--- config.mk ---
export PLATFORM = sky130hd
export DESIGN_NAME = lpoc_calib
export DESIGN_NICKNAME = d
export VERILOG_FILES = /design/src/lpoc_pkg.sv /design/src/lpoc_cnt_if.sv /design/src/lpoc_edge.sv /design/src/lpoc_counter.sv /design/src/lpoc_calib.sv
export SDC_FILE = /design/constraint.sdc
export NUM_CORES = 1
export LEC_CHECK = 0
export BUFFER_PORTS_ARGS = -buffer_cell sky130_fd_sc_hd__buf_2
export CAP_MARGIN = 20
export CORE_UTILIZATION = 35
export CTS_CLUSTER_DIAMETER = 200
export DETAILED_ROUTE_END_ITERATION = 12
export SETUP_SLACK_MARGIN = 0.05
export SLEW_MARGIN = 20
export SYNTH_ARGS = -nofsm -noshare
export SYNTH_HDL_FRONTEND = slang
export SYNTH_SLANG_ARGS = --single-unit
--- constraint.sdc ---
create_clock -name clk -period 2.85 [get_ports clk]
set_input_delay 0.285 -clock clk [delete_from_list [all_inputs] [get_ports clk]]
set_output_delay 0.285 -clock clk [all_outputs]
set_load 0.005 [all_outputs]
--- src/lpoc_pkg.sv ---
// Overview of operation
// RULE1: A 9-bit reference counter counts edges of the accurate reference clock, either the precision oscillator or the watch crystal.
// RULE2: A 10-bit low-power counter counts edges of the low-power oscillator, either directly or through a divide-by-4 stage.
// RULE3: The trim register is 8 bits wide, only its low 4 bits drive the oscillator trim, a larger value lowers the frequency, and the upper bits read as zero.
// RULE4: While a calibration runs, both counters stop when the reference counter reaches 0x1FF.
// RULE5: Software compares the two counts afterwards and lowers the trim if the reference count is larger, raises it if smaller, and leaves it if equal.
// RULE6: Software runs the calibration again after every trim change to check the new frequency.
// RULE7: Control bit 4 picks the reference, one for the watch crystal and zero for the precision oscillator.
// RULE8: Writing one to control bit 3 clears both counters and stops the calibration logic.
// RULE9: Writing one to control bit 2 clears the low-power counter, and one to bit 1 clears the reference counter.
// RULE10: Control bit 0 enables calibration, setting it starts counting and clearing it aborts a running calibration.
// RULE11: Status bit 1 is set when a calibration completes and is cleared by a read of the low-power counter register.
// RULE12: Status bit 0 reads one while a calibration runs and zero once it has finished.
// RULE13: Software switches the PLL source to the precision oscillator or the crystal before calibrating, so trim changes do not break lock.
// RULE14: A run lasts about 4 ms on the precision reference and about 16 ms on the crystal, set by the terminal count at the reference rate.
// RULE15: With the crystal reference the low-power counter counts through the divide-by-4 path, otherwise directly, so both counters run at the same nominal rate.
`default_nettype none

package lpoc_pkg;

  // ---------------------------------------------------------------------
  // Register map (byte addresses)
  // ---------------------------------------------------------------------
  localparam logic [31:0] ADDR_TRIM = 32'hffff042c;
  localparam logic [31:0] ADDR_CTRL = 32'hffff0440;
  localparam logic [31:0] ADDR_STAT = 32'hffff0444;
  localparam logic [31:0] ADDR_REFC = 32'hffff0448;
  localparam logic [31:0] ADDR_LPC  = 32'hffff044c;

  // ---------------------------------------------------------------------
  // Widths and reset values
  // ---------------------------------------------------------------------
  localparam int          TRIM_W    = 4;
  localparam int          REF_W     = 9;
  localparam int          LP_W      = 10;
  localparam int          LP_DIV    = 4;
  localparam logic [3:0]  TRIM_RST  = 4'h8;
  localparam logic [8:0]  REF_TERM  = 9'h1ff;

  // ---------------------------------------------------------------------
  // Control and status bit positions
  // ---------------------------------------------------------------------
  localparam int CTL_EN     = 0;
  localparam int CTL_CLRREF = 1;
  localparam int CTL_CLRLP  = 2;
  localparam int CTL_RESET  = 3;
  localparam int CTL_SRC    = 4;
  localparam int STA_BUSY   = 0;
  localparam int STA_DONE   = 1;

  // ---------------------------------------------------------------------
  // Nominal run times
  // ---------------------------------------------------------------------
  localparam int RUN_PREC_MS = 4;
  localparam int RUN_XTAL_MS = 16;

endpackage : lpoc_pkg

`default_nettype wire

--- src/lpoc_cnt_if.sv ---
`default_nettype none

interface lpoc_cnt_if #(
  parameter int W = 9
);
  logic         tick;
  logic         run;
  logic         clear;
  logic [W-1:0] count;

  modport ctrl (output tick, output run, output clear, input count);
  modport cnt  (input tick, input run, input clear, output count);
endinterface : lpoc_cnt_if

`default_nettype wire

--- src/lpoc_edge.sv ---
`default_nettype none

module lpoc_edge #(
  parameter int DIV = 4
) (
  input  wire logic clk,      // System clock
  input  wire logic rstn,     // Async reset, active low
  input  wire logic sig,      // Slow clock, sampled
  output logic      rise,     // One pulse per rising edge
  output logic      riseDiv   // One pulse per DIV rising edges
);
  typedef struct packed {
    logic                   prev;
    logic [$clog2(DIV)-1:0] divCnt;
  } lpoc_edge_t;

  localparam logic [$clog2(DIV)-1:0] DIV_LAST = ($clog2(DIV))'(DIV - 1);

  lpoc_edge_t st;
  lpoc_edge_t next_st;

  assign rise    = sig & ~st.prev;
  assign riseDiv = rise & (st.divCnt == DIV_LAST);

  always_comb begin
    next_st      = st;
    next_st.prev = sig;
    if (rise) begin
      next_st.divCnt = st.divCnt + 1'b1;
    end
  end

  always_ff @(posedge clk or negedge rstn) begin
    if (!rstn) begin
      st <= '0;
    end else begin
      st <= next_st;
    end
  end
endmodule : lpoc_edge

`default_nettype wire

--- src/lpoc_counter.sv ---
`default_nettype none

module lpoc_counter #(
  parameter int W = 9
) (
  input  wire logic clk,     // System clock
  input  wire logic rstn,    // Async reset, active low
  lpoc_cnt_if.cnt   bus      // Tick, run, clear in; count out
);
  typedef struct packed {
    logic [W-1:0] count;
  } lpoc_cnt_t;

  lpoc_cnt_t st;
  lpoc_cnt_t next_st;

  assign bus.count = st.count;

  always_comb begin
    next_st = st;
    // Clear beats counting so a clear never leaves a stale count
    if (bus.clear) begin
      next_st.count = '0;
    end else if (bus.run && bus.tick) begin
      next_st.count = st.count + 1'b1;
    end
  end

  always_ff @(posedge clk or negedge rstn) begin
    if (!rstn) begin
      st <= '0;
    end else begin
      st <= next_st;
    end
  end
endmodule : lpoc_counter

`default_nettype wire

--- src/lpoc_calib.sv ---
// Our own choice: the Avalon-MM slave port.
`default_nettype none

module lpoc_calib (
  input  wire logic        clk,            // System clock, 250 MHz
  input  wire logic        rstn,           // Async reset, active low
  input  wire logic [31:0] avsAddress,     // Byte address
  input  wire logic        avsRead,        // Read request
  input  wire logic        avsWrite,       // Write request
  input  wire logic [31:0] avsWriteData,   // Write data
  input  wire logic [3:0]  avsByteEnable,  // Byte lanes
  output logic [31:0]      avsReadData,    // Read data
  output logic             avsWaitRequest, // Stall
  input  wire logic        precClkIn,      // Precision oscillator
  input  wire logic        xtalClkIn,      // Watch crystal
  input  wire logic        lpClkIn,        // Low-power oscillator
  output logic [lpoc_pkg::TRIM_W-1:0] lpTrim // Oscillator trim
);
  import lpoc_pkg::*;

  // ---------------------------------------------------------------------
  // State
  // ---------------------------------------------------------------------
  typedef struct packed {
    logic [TRIM_W-1:0] trim;
    logic              src;
    logic              en;
    logic              running;
    logic              done;
    logic              busAck;
    logic [31:0]       rdData;
  } lpoc_regs_t;

  lpoc_regs_t st;
  lpoc_regs_t next_st;

  function automatic logic hit(input logic [31:0] a, input logic [31:0] r);
    hit = (a == r);
  endfunction : hit

  // ---------------------------------------------------------------------
  // Clock edges and counters
  // ---------------------------------------------------------------------
  logic precRise;
  logic xtalRise;
  logic refRise;
  logic lpRise;
  logic lpRiseDiv;

  // One detector per pin: a source switch never fakes a reference edge
  assign refRise = st.src ? xtalRise : precRise; // RULE7

  lpoc_edge #(.DIV(LP_DIV)) uRefEdge (
    .clk     (clk),
    .rstn    (rstn),
    .sig     (precClkIn),
    .rise    (precRise),
    .riseDiv ()
  );

  lpoc_edge #(.DIV(LP_DIV)) uXtalEdge (
    .clk     (clk),
    .rstn    (rstn),
    .sig     (xtalClkIn),
    .rise    (xtalRise),
    .riseDiv ()
  );

  lpoc_edge #(.DIV(LP_DIV)) uLpEdge (
    .clk     (clk),
    .rstn    (rstn),
    .sig     (lpClkIn),
    .rise    (lpRise),
    .riseDiv (lpRiseDiv)
  );

  lpoc_cnt_if #(.W(REF_W)) refIf ();
  lpoc_cnt_if #(.W(LP_W))  lpIf ();

  lpoc_counter #(.W(REF_W)) uRefCnt (
    .clk  (clk),
    .rstn (rstn),
    .bus  (refIf.cnt)
  );

  lpoc_counter #(.W(LP_W)) uLpCnt (
    .clk  (clk),
    .rstn (rstn),
    .bus  (lpIf.cnt)
  );

  // ---------------------------------------------------------------------
  // Bus decode
  // ---------------------------------------------------------------------
  logic        req;
  logic        wrAcc;
  logic        rdAcc;
  logic        wrCtrl;
  logic        wrTrim;
  logic        rdLp;
  logic        refTerm;
  logic        counting;
  logic [31:0] rdMux;

  assign req     = avsRead | avsWrite;
  assign wrAcc   = avsWrite & st.busAck & avsByteEnable[0];
  assign rdAcc   = avsRead & st.busAck;
  assign wrCtrl  = wrAcc & hit(avsAddress, ADDR_CTRL);
  assign wrTrim  = wrAcc & hit(avsAddress, ADDR_TRIM);
  assign rdLp    = rdAcc & hit(avsAddress, ADDR_LPC);
  // Run length is simply the terminal count at the reference rate
  assign refTerm = (refIf.count == REF_TERM); // RULE4 RULE14
  assign counting = st.running & ~refTerm; // RULE4

  assign refIf.tick  = refRise; // RULE1
  assign lpIf.tick   = st.src ? lpRiseDiv : lpRise; // RULE2 RULE15
  assign refIf.run   = counting;
  assign lpIf.run    = counting;
  assign refIf.clear = wrCtrl & (avsWriteData[CTL_RESET] |
                                 avsWriteData[CTL_CLRREF]); // RULE8 RULE9
  assign lpIf.clear  = wrCtrl & (avsWriteData[CTL_RESET] |
                                 avsWriteData[CTL_CLRLP]); // RULE8 RULE9

  assign avsWaitRequest = req & ~st.busAck;
  assign avsReadData    = st.rdData;
  assign lpTrim         = st.trim; // RULE3

  always_comb begin
    rdMux = '0;
    if (hit(avsAddress, ADDR_TRIM)) begin
      rdMux[TRIM_W-1:0] = st.trim; // RULE3
    end else if (hit(avsAddress, ADDR_CTRL)) begin
      rdMux[CTL_SRC] = st.src;
      rdMux[CTL_EN]  = st.en;
    end else if (hit(avsAddress, ADDR_STAT)) begin
      rdMux[STA_DONE] = st.done;
      rdMux[STA_BUSY] = st.running; // RULE12
    end else if (hit(avsAddress, ADDR_REFC)) begin
      rdMux[REF_W-1:0] = refIf.count;
    end else if (hit(avsAddress, ADDR_LPC)) begin
      rdMux[LP_W-1:0] = lpIf.count;
    end
  end

  // ---------------------------------------------------------------------
  // Next state
  // ---------------------------------------------------------------------
  always_comb begin
    next_st        = st;
    // One wait state: data is captured while waitrequest is high
    next_st.busAck = req & ~st.busAck;
    if (req && !st.busAck) begin
      next_st.rdData = avsRead ? rdMux : '0;
    end
    if (st.running && refTerm) begin
      next_st.running = 1'b0; // RULE4 RULE12
    end
    if (wrTrim) begin
      // Upper trim bits are not stored and read back as zero
      next_st.trim = avsWriteData[TRIM_W-1:0]; // RULE3
    end
    if (wrCtrl) begin
      next_st.src = avsWriteData[CTL_SRC]; // RULE7
      if (avsWriteData[CTL_RESET]) begin
        next_st.en      = 1'b0; // RULE8
        next_st.running = 1'b0; // RULE8
      end else begin
        next_st.en      = avsWriteData[CTL_EN]; // RULE10
        next_st.running = avsWriteData[CTL_EN]; // RULE10
      end
    end
    // Completion set wins over the read-side clear
    if (st.running && refTerm) begin
      next_st.done = 1'b1; // RULE11
    end else if (rdLp) begin
      next_st.done = 1'b0; // RULE11
    end
  end

  always_ff @(posedge clk or negedge rstn) begin
    if (!rstn) begin
      st      <= '0;
      st.trim <= TRIM_RST;
    end else begin
      st <= next_st;
    end
  end
endmodule : lpoc_calib

`default_nettype wire

* Word-level counts from Yosys, hierarchy flattened
Index checks and enable logic that the tools add are counted.
Word-level totals: input port bits 75, register bits after elaboration 65
Cells by class: bitwise operators 22, eq/ne operators 7, add/subtract/negate cells 3, muxes and demuxes 23, reduce and logical (&&, ||, !) cells 9
Operators with widths (count):
- $eq 32x32->1 const B | 5
- $mux 10 | 4
- $mux 9 | 3
- $and 1x1->1 | 14
- $add 10x1->10 const B | 1
- $add 9x1->9 const B | 1
- $eq 9x9->1 const B | 1
- $mux 1 | 9
- $mux 8 | 1
- $reduce_bool 2->1 | 4
- $mux 6 | 1
- $mux 5 | 1
- $not 1->1 | 5
- $logic_and 1x1->1 | 4
- $mux 2 | 2
- $mux 4 | 1
- $mux 3 | 1
- $or 1x1->1 | 3
- $add 2x1->2 const B | 1
- $eq 2x2->1 const B | 1
- $logic_not 1->1 | 1

* Depth between registers and ports, before layout
word-level depth 7, depth in mapped cells 8, gate-level depth less buffers 7

* Cells and area by module
Synthesis repeated with hierarchy kept, for this count alone.
Second synthesis, totals: cells, all modules 270, area, all modules 2755.1 um^2
By module, submodules not included:
- lpoc_calib | area an instance 1396.3 um^2, cells an instance 147, instances 1, seq. area each 476.7 um^2
- lpoc_counter at uLpCnt | area an instance 511.7 um^2, cells an instance 53, instances 1, seq. area each 250.2 um^2
- lpoc_counter at uRefCnt | area an instance 449.2 um^2, cells an instance 46, instances 1, seq. area each 225.2 um^2
- lpoc_edge | area an instance 132.6 um^2, cells an instance 8, instances 3, seq. area each 75.1 um^2

* Worst setup path after synthesis
OpenSTA, ideal clock, no wires.
path kind register to register, from register uRefCnt.st, in the netlist uRefCnt.bus.count[2], to register uLpCnt.st, in the netlist uLpCnt.bus.count[9], cell stages (with the launch flop) 9, data arrival time 2.117 ns, slack 0.655 ns, buffers on the path 1, cells stage by stage dfrtp_1 -> and4_1 -> and4_1 -> ha_1 -> nor4bb_1 -> clkbuf_1 -> nand3_1 -> or3_1 -> a21oi_1
Between the ends: cells in the longest elaborated chain, start to end 5
Ends and longest elaborated chain:
- start, declared | RTL line lpoc_counter.sv:14 | lpoc_cnt_t st;
- start signal, assigned | RTL line lpoc_counter.sv:33 | st <= next_st;
- $eq 9x9->1 | RTL line lpoc_calib.sv:112 | assign refTerm = (refIf.count == REF_TERM);
- $not 1->1 | RTL line lpoc_calib.sv:113 | assign counting = st.running & ~refTerm;
- $and 1x1->1 | RTL line lpoc_calib.sv:113
- $logic_and 1x1->1 | RTL line lpoc_counter.sv:24 | end else if (bus.run && bus.tick) begin
- $reduce_bool 2->1 (no source line)
- end signal, assigned | RTL line lpoc_counter.sv:33
- end, declared | RTL line lpoc_counter.sv:14
Every way passes these cells. A chain may end at the register's enable or synchronous reset.

* Final worst setup path
Ends and elaborated chain as after synthesis.

==> results.cfg <==
[final_layout]
regArea_um2 = 1080
finalInstanceArea_um2 = 2830
fillers = 699
flow.area_growth_from_synthesis_pct = 11.4
post_layout_nonfiller_instances = 392
multi_input_area_um2 = 1240
layout.nets = 374
antennaDiodeCount = 0
drive_gt1_frac = 0.257

[power]
total_power_mw = 1.12
power_leakage_nw = 1.38
irDropWorstVdd_mv = 0.156
power_density_nw_per_um2 = 397

[die]
initial_core_util = 0.367
core-area_um2 = 6910
die_h_um = 87.1
boundaryPins = 112
die_area_um2 = 7590
die_x_um = 87.1
rows = 30

[run]
maxCapViolations = 0

[synth]
ys_types = 40
synth_flop_cell = dfrtp_1
synth-edff-count = 0
yosys-top-cells-area = dfrtp_1 (41%), buf_4 (11%), xor2_1 (4.5%)
synth_common_cells = dfrtp_1 (42), buf_4 (36), nor2_1 (19)
synth-seq-area-share = 0.425
avgSynthCellArea_um2 = 10.2
synthArstFlopShare = 1.00
synth_seq_cells = 43
synth_most_common_cell = dfrtp_1
yosysTopAreaCell = dfrtp_1
synthesis.area_um2 = 2540
yosysTopAreaCellShare = 0.414
synthCells = 249
synth_warnings = 0

[worst_setup_path]
path_max_fanout = 8
worstPathArrival_ns = 2.54
ff2ff_setup_slack_ns = 0.53
r2r-end = uLpCnt.bus.count[9]
cp_common_cell = and4_1
start_kind = register
cp_slowest_cell = dfrtp_1
criticalPathCategory = register to register
cp.required_ns = 3.07
cp_slowest_stage_delay_ns = 0.45
end_kind = register
reg2reg_depth = 8
rr_startpoint = uRefCnt.bus.count[2]
path_cells = and4_1, and4_1, ha_1, nor4bb_1, buf_4, nand3_1, or3_1, a21oi_1

[grt]
track_usage = 0.145
grt_overflow = 0
grt_pass1_vias = 1778
antenna_found_initial = 0
grt_pass1_wl_um = 8410
grt_max_degree = 44

[sta]
finalSetupViolCount = 0
fin_setup_tns_ns = 0
timing_hold_violations_final = 0
maxSlewViolCount = 0
min_period_ns = 2.32
worst_pin_slew_ns = 0.943
relSlewSlack = 0.371
fmax_mhz = 432
timing.final.crit_share = 0.813
rsz0062_at_grt = no
fin_skew_ns = 0.00880

[cts]
path_clk_slew_ns = 0.08
clockBufferDepth = 2
h-tree-depth = 2
cts_inserted_buffers = 5
cts-resized-gates = 0
tritoncts = done
clock_latency_ns = 0.29
cts_num_sinks = 43
post_cts_buffers = 0
cts.root.buffer_cell = clkbuf_8
hold_buffers = 0

[worst_hold_path]
min_from = precClkIn
hold_end = uRefEdge.st[2]
worst_hold_path_type = primary input to register
min_path_cells = 1

[routing]
routed_wl_um = 5090
drc = 0
ant_nets = 0
routedWlPerCell_um = 13.0
vias = 1832
vias_per_cell = 4.67
firstDrtPassIters = 4
drt_first_iter_violations = 72

[place]
dpl.hpwl_um = 3980
gp_congestion = 0.847
dp.cells = 384
dpl_cell_area_um2 = 2750
portBuffers = 59

[status]
status = complete, no violations
## routing by layer
layer,share of wire,up-vias,global-route usage,wire [um]
met5,0,-,0,0
met4,0.0029,0,0.0313,15
met3,0.035,4,0.0294,180
met2,0.45,40,0.234,2300
met1,0.51,861,0.200,2590
li1,-,927,-,-
## layout by cell type, fill, tap and decap left out, types with 4 or more instances in the layout
cell type	count
nand4_1	13
buf_2	59
nand2_1	18
mux2i_1	11
or3_1	5
mux2_1	6
dfrtp_1	42
o21ai_0	13
nor2b_1	4
a21oi_1	5
nor2_1	19
o211ai_1	6
nand3_1	8
conb_1	22
ha_1	4
clkbuf_8	5
xor2_1	13
nand4b_1	4
## worst max-delay path, delay by kind of cell (launching register included)
| family | cells | cell delay, ns |
|---|---|---|
| fa+ha+maj | 1 | 0.22 |
| compound gates | 1 | 0.14 |
| simple gates | 5 | 1.25 |
| buf+inv | 1 | 0.20 |
| flops | 1 | 0.45 |
## power by group
part           internal, mW  switching, mW
registers             0.628         0.0115
logic                0.0502         0.0574
clock network         0.174          0.200
## sequential cells by signal (all words and copies together) (netlist names)
| name | flops |
|---|---|
| uRefEdge.st | 1 |
| uRefCnt.bus.count | 9 |
| avsReadData | 10 |
| lpTrim | 4 |
| uLpCnt.bus.count | 10 |
| uLpEdge.st | 3 |
| st | 5 |
| uXtalEdge.st | 1 |
## through the flow
step           hold slack, ns   util  worst slack (ns)
6_report                0.112  0.409             0.533
5_1_grt                 0.107  0.409             0.416
4_1_cts                 0.109  0.409             0.518
3_5_place_dp            0.410  0.397             0.522
3_3_place_gp            0.408  0.397             0.528
2_1_floorplan         -0.0106      -             0.655
## worst max-delay path by stage
| stage | cells after the start | start | end |
|---|---|---|---|
| floorplan | 8 | uRefCnt.bus.count[2] | uLpCnt.bus.count[9] |
| global placement | 5 | avsAddress[9] | uLpCnt.bus.count[2] |
| detailed placement | 5 | avsAddress[9] | uRefCnt.bus.count[1] |
| CTS | 8 | uRefCnt.bus.count[2] | uLpCnt.bus.count[9] |
| global route | 8 | uRefCnt.bus.count[2] | uLpCnt.bus.count[7] |
| finish | 8 | uRefCnt.bus.count[2] | uLpCnt.bus.count[9] |
## cells by family (layout without fill, tap and decap cells)
kind of cell	count (synthesis)	in the layout	synth area share
adders and majority gates	4	4	0.0197
buffers and inverters	43	69	0.117
DFF	43	43	0.425
xor gates and xnor gates	13	13	0.0449
other	1	22	0.00148
and+or+nand+nor	95	95	0.234
muxes	20	20	0.0878
AOI/OAI and AO/OA	30	30	0.0705
## cell type report
class / instances / area share
multi-input combinational: 184 / 0.439
clock buffer: 8 / 0.0283
sequential: 43 / 0.381
inverter: 1 / 0.00133
timing repair buffer: 60 / 0.107
tap: 96 / 0.0425
Power figures use the tool's default switching activity.
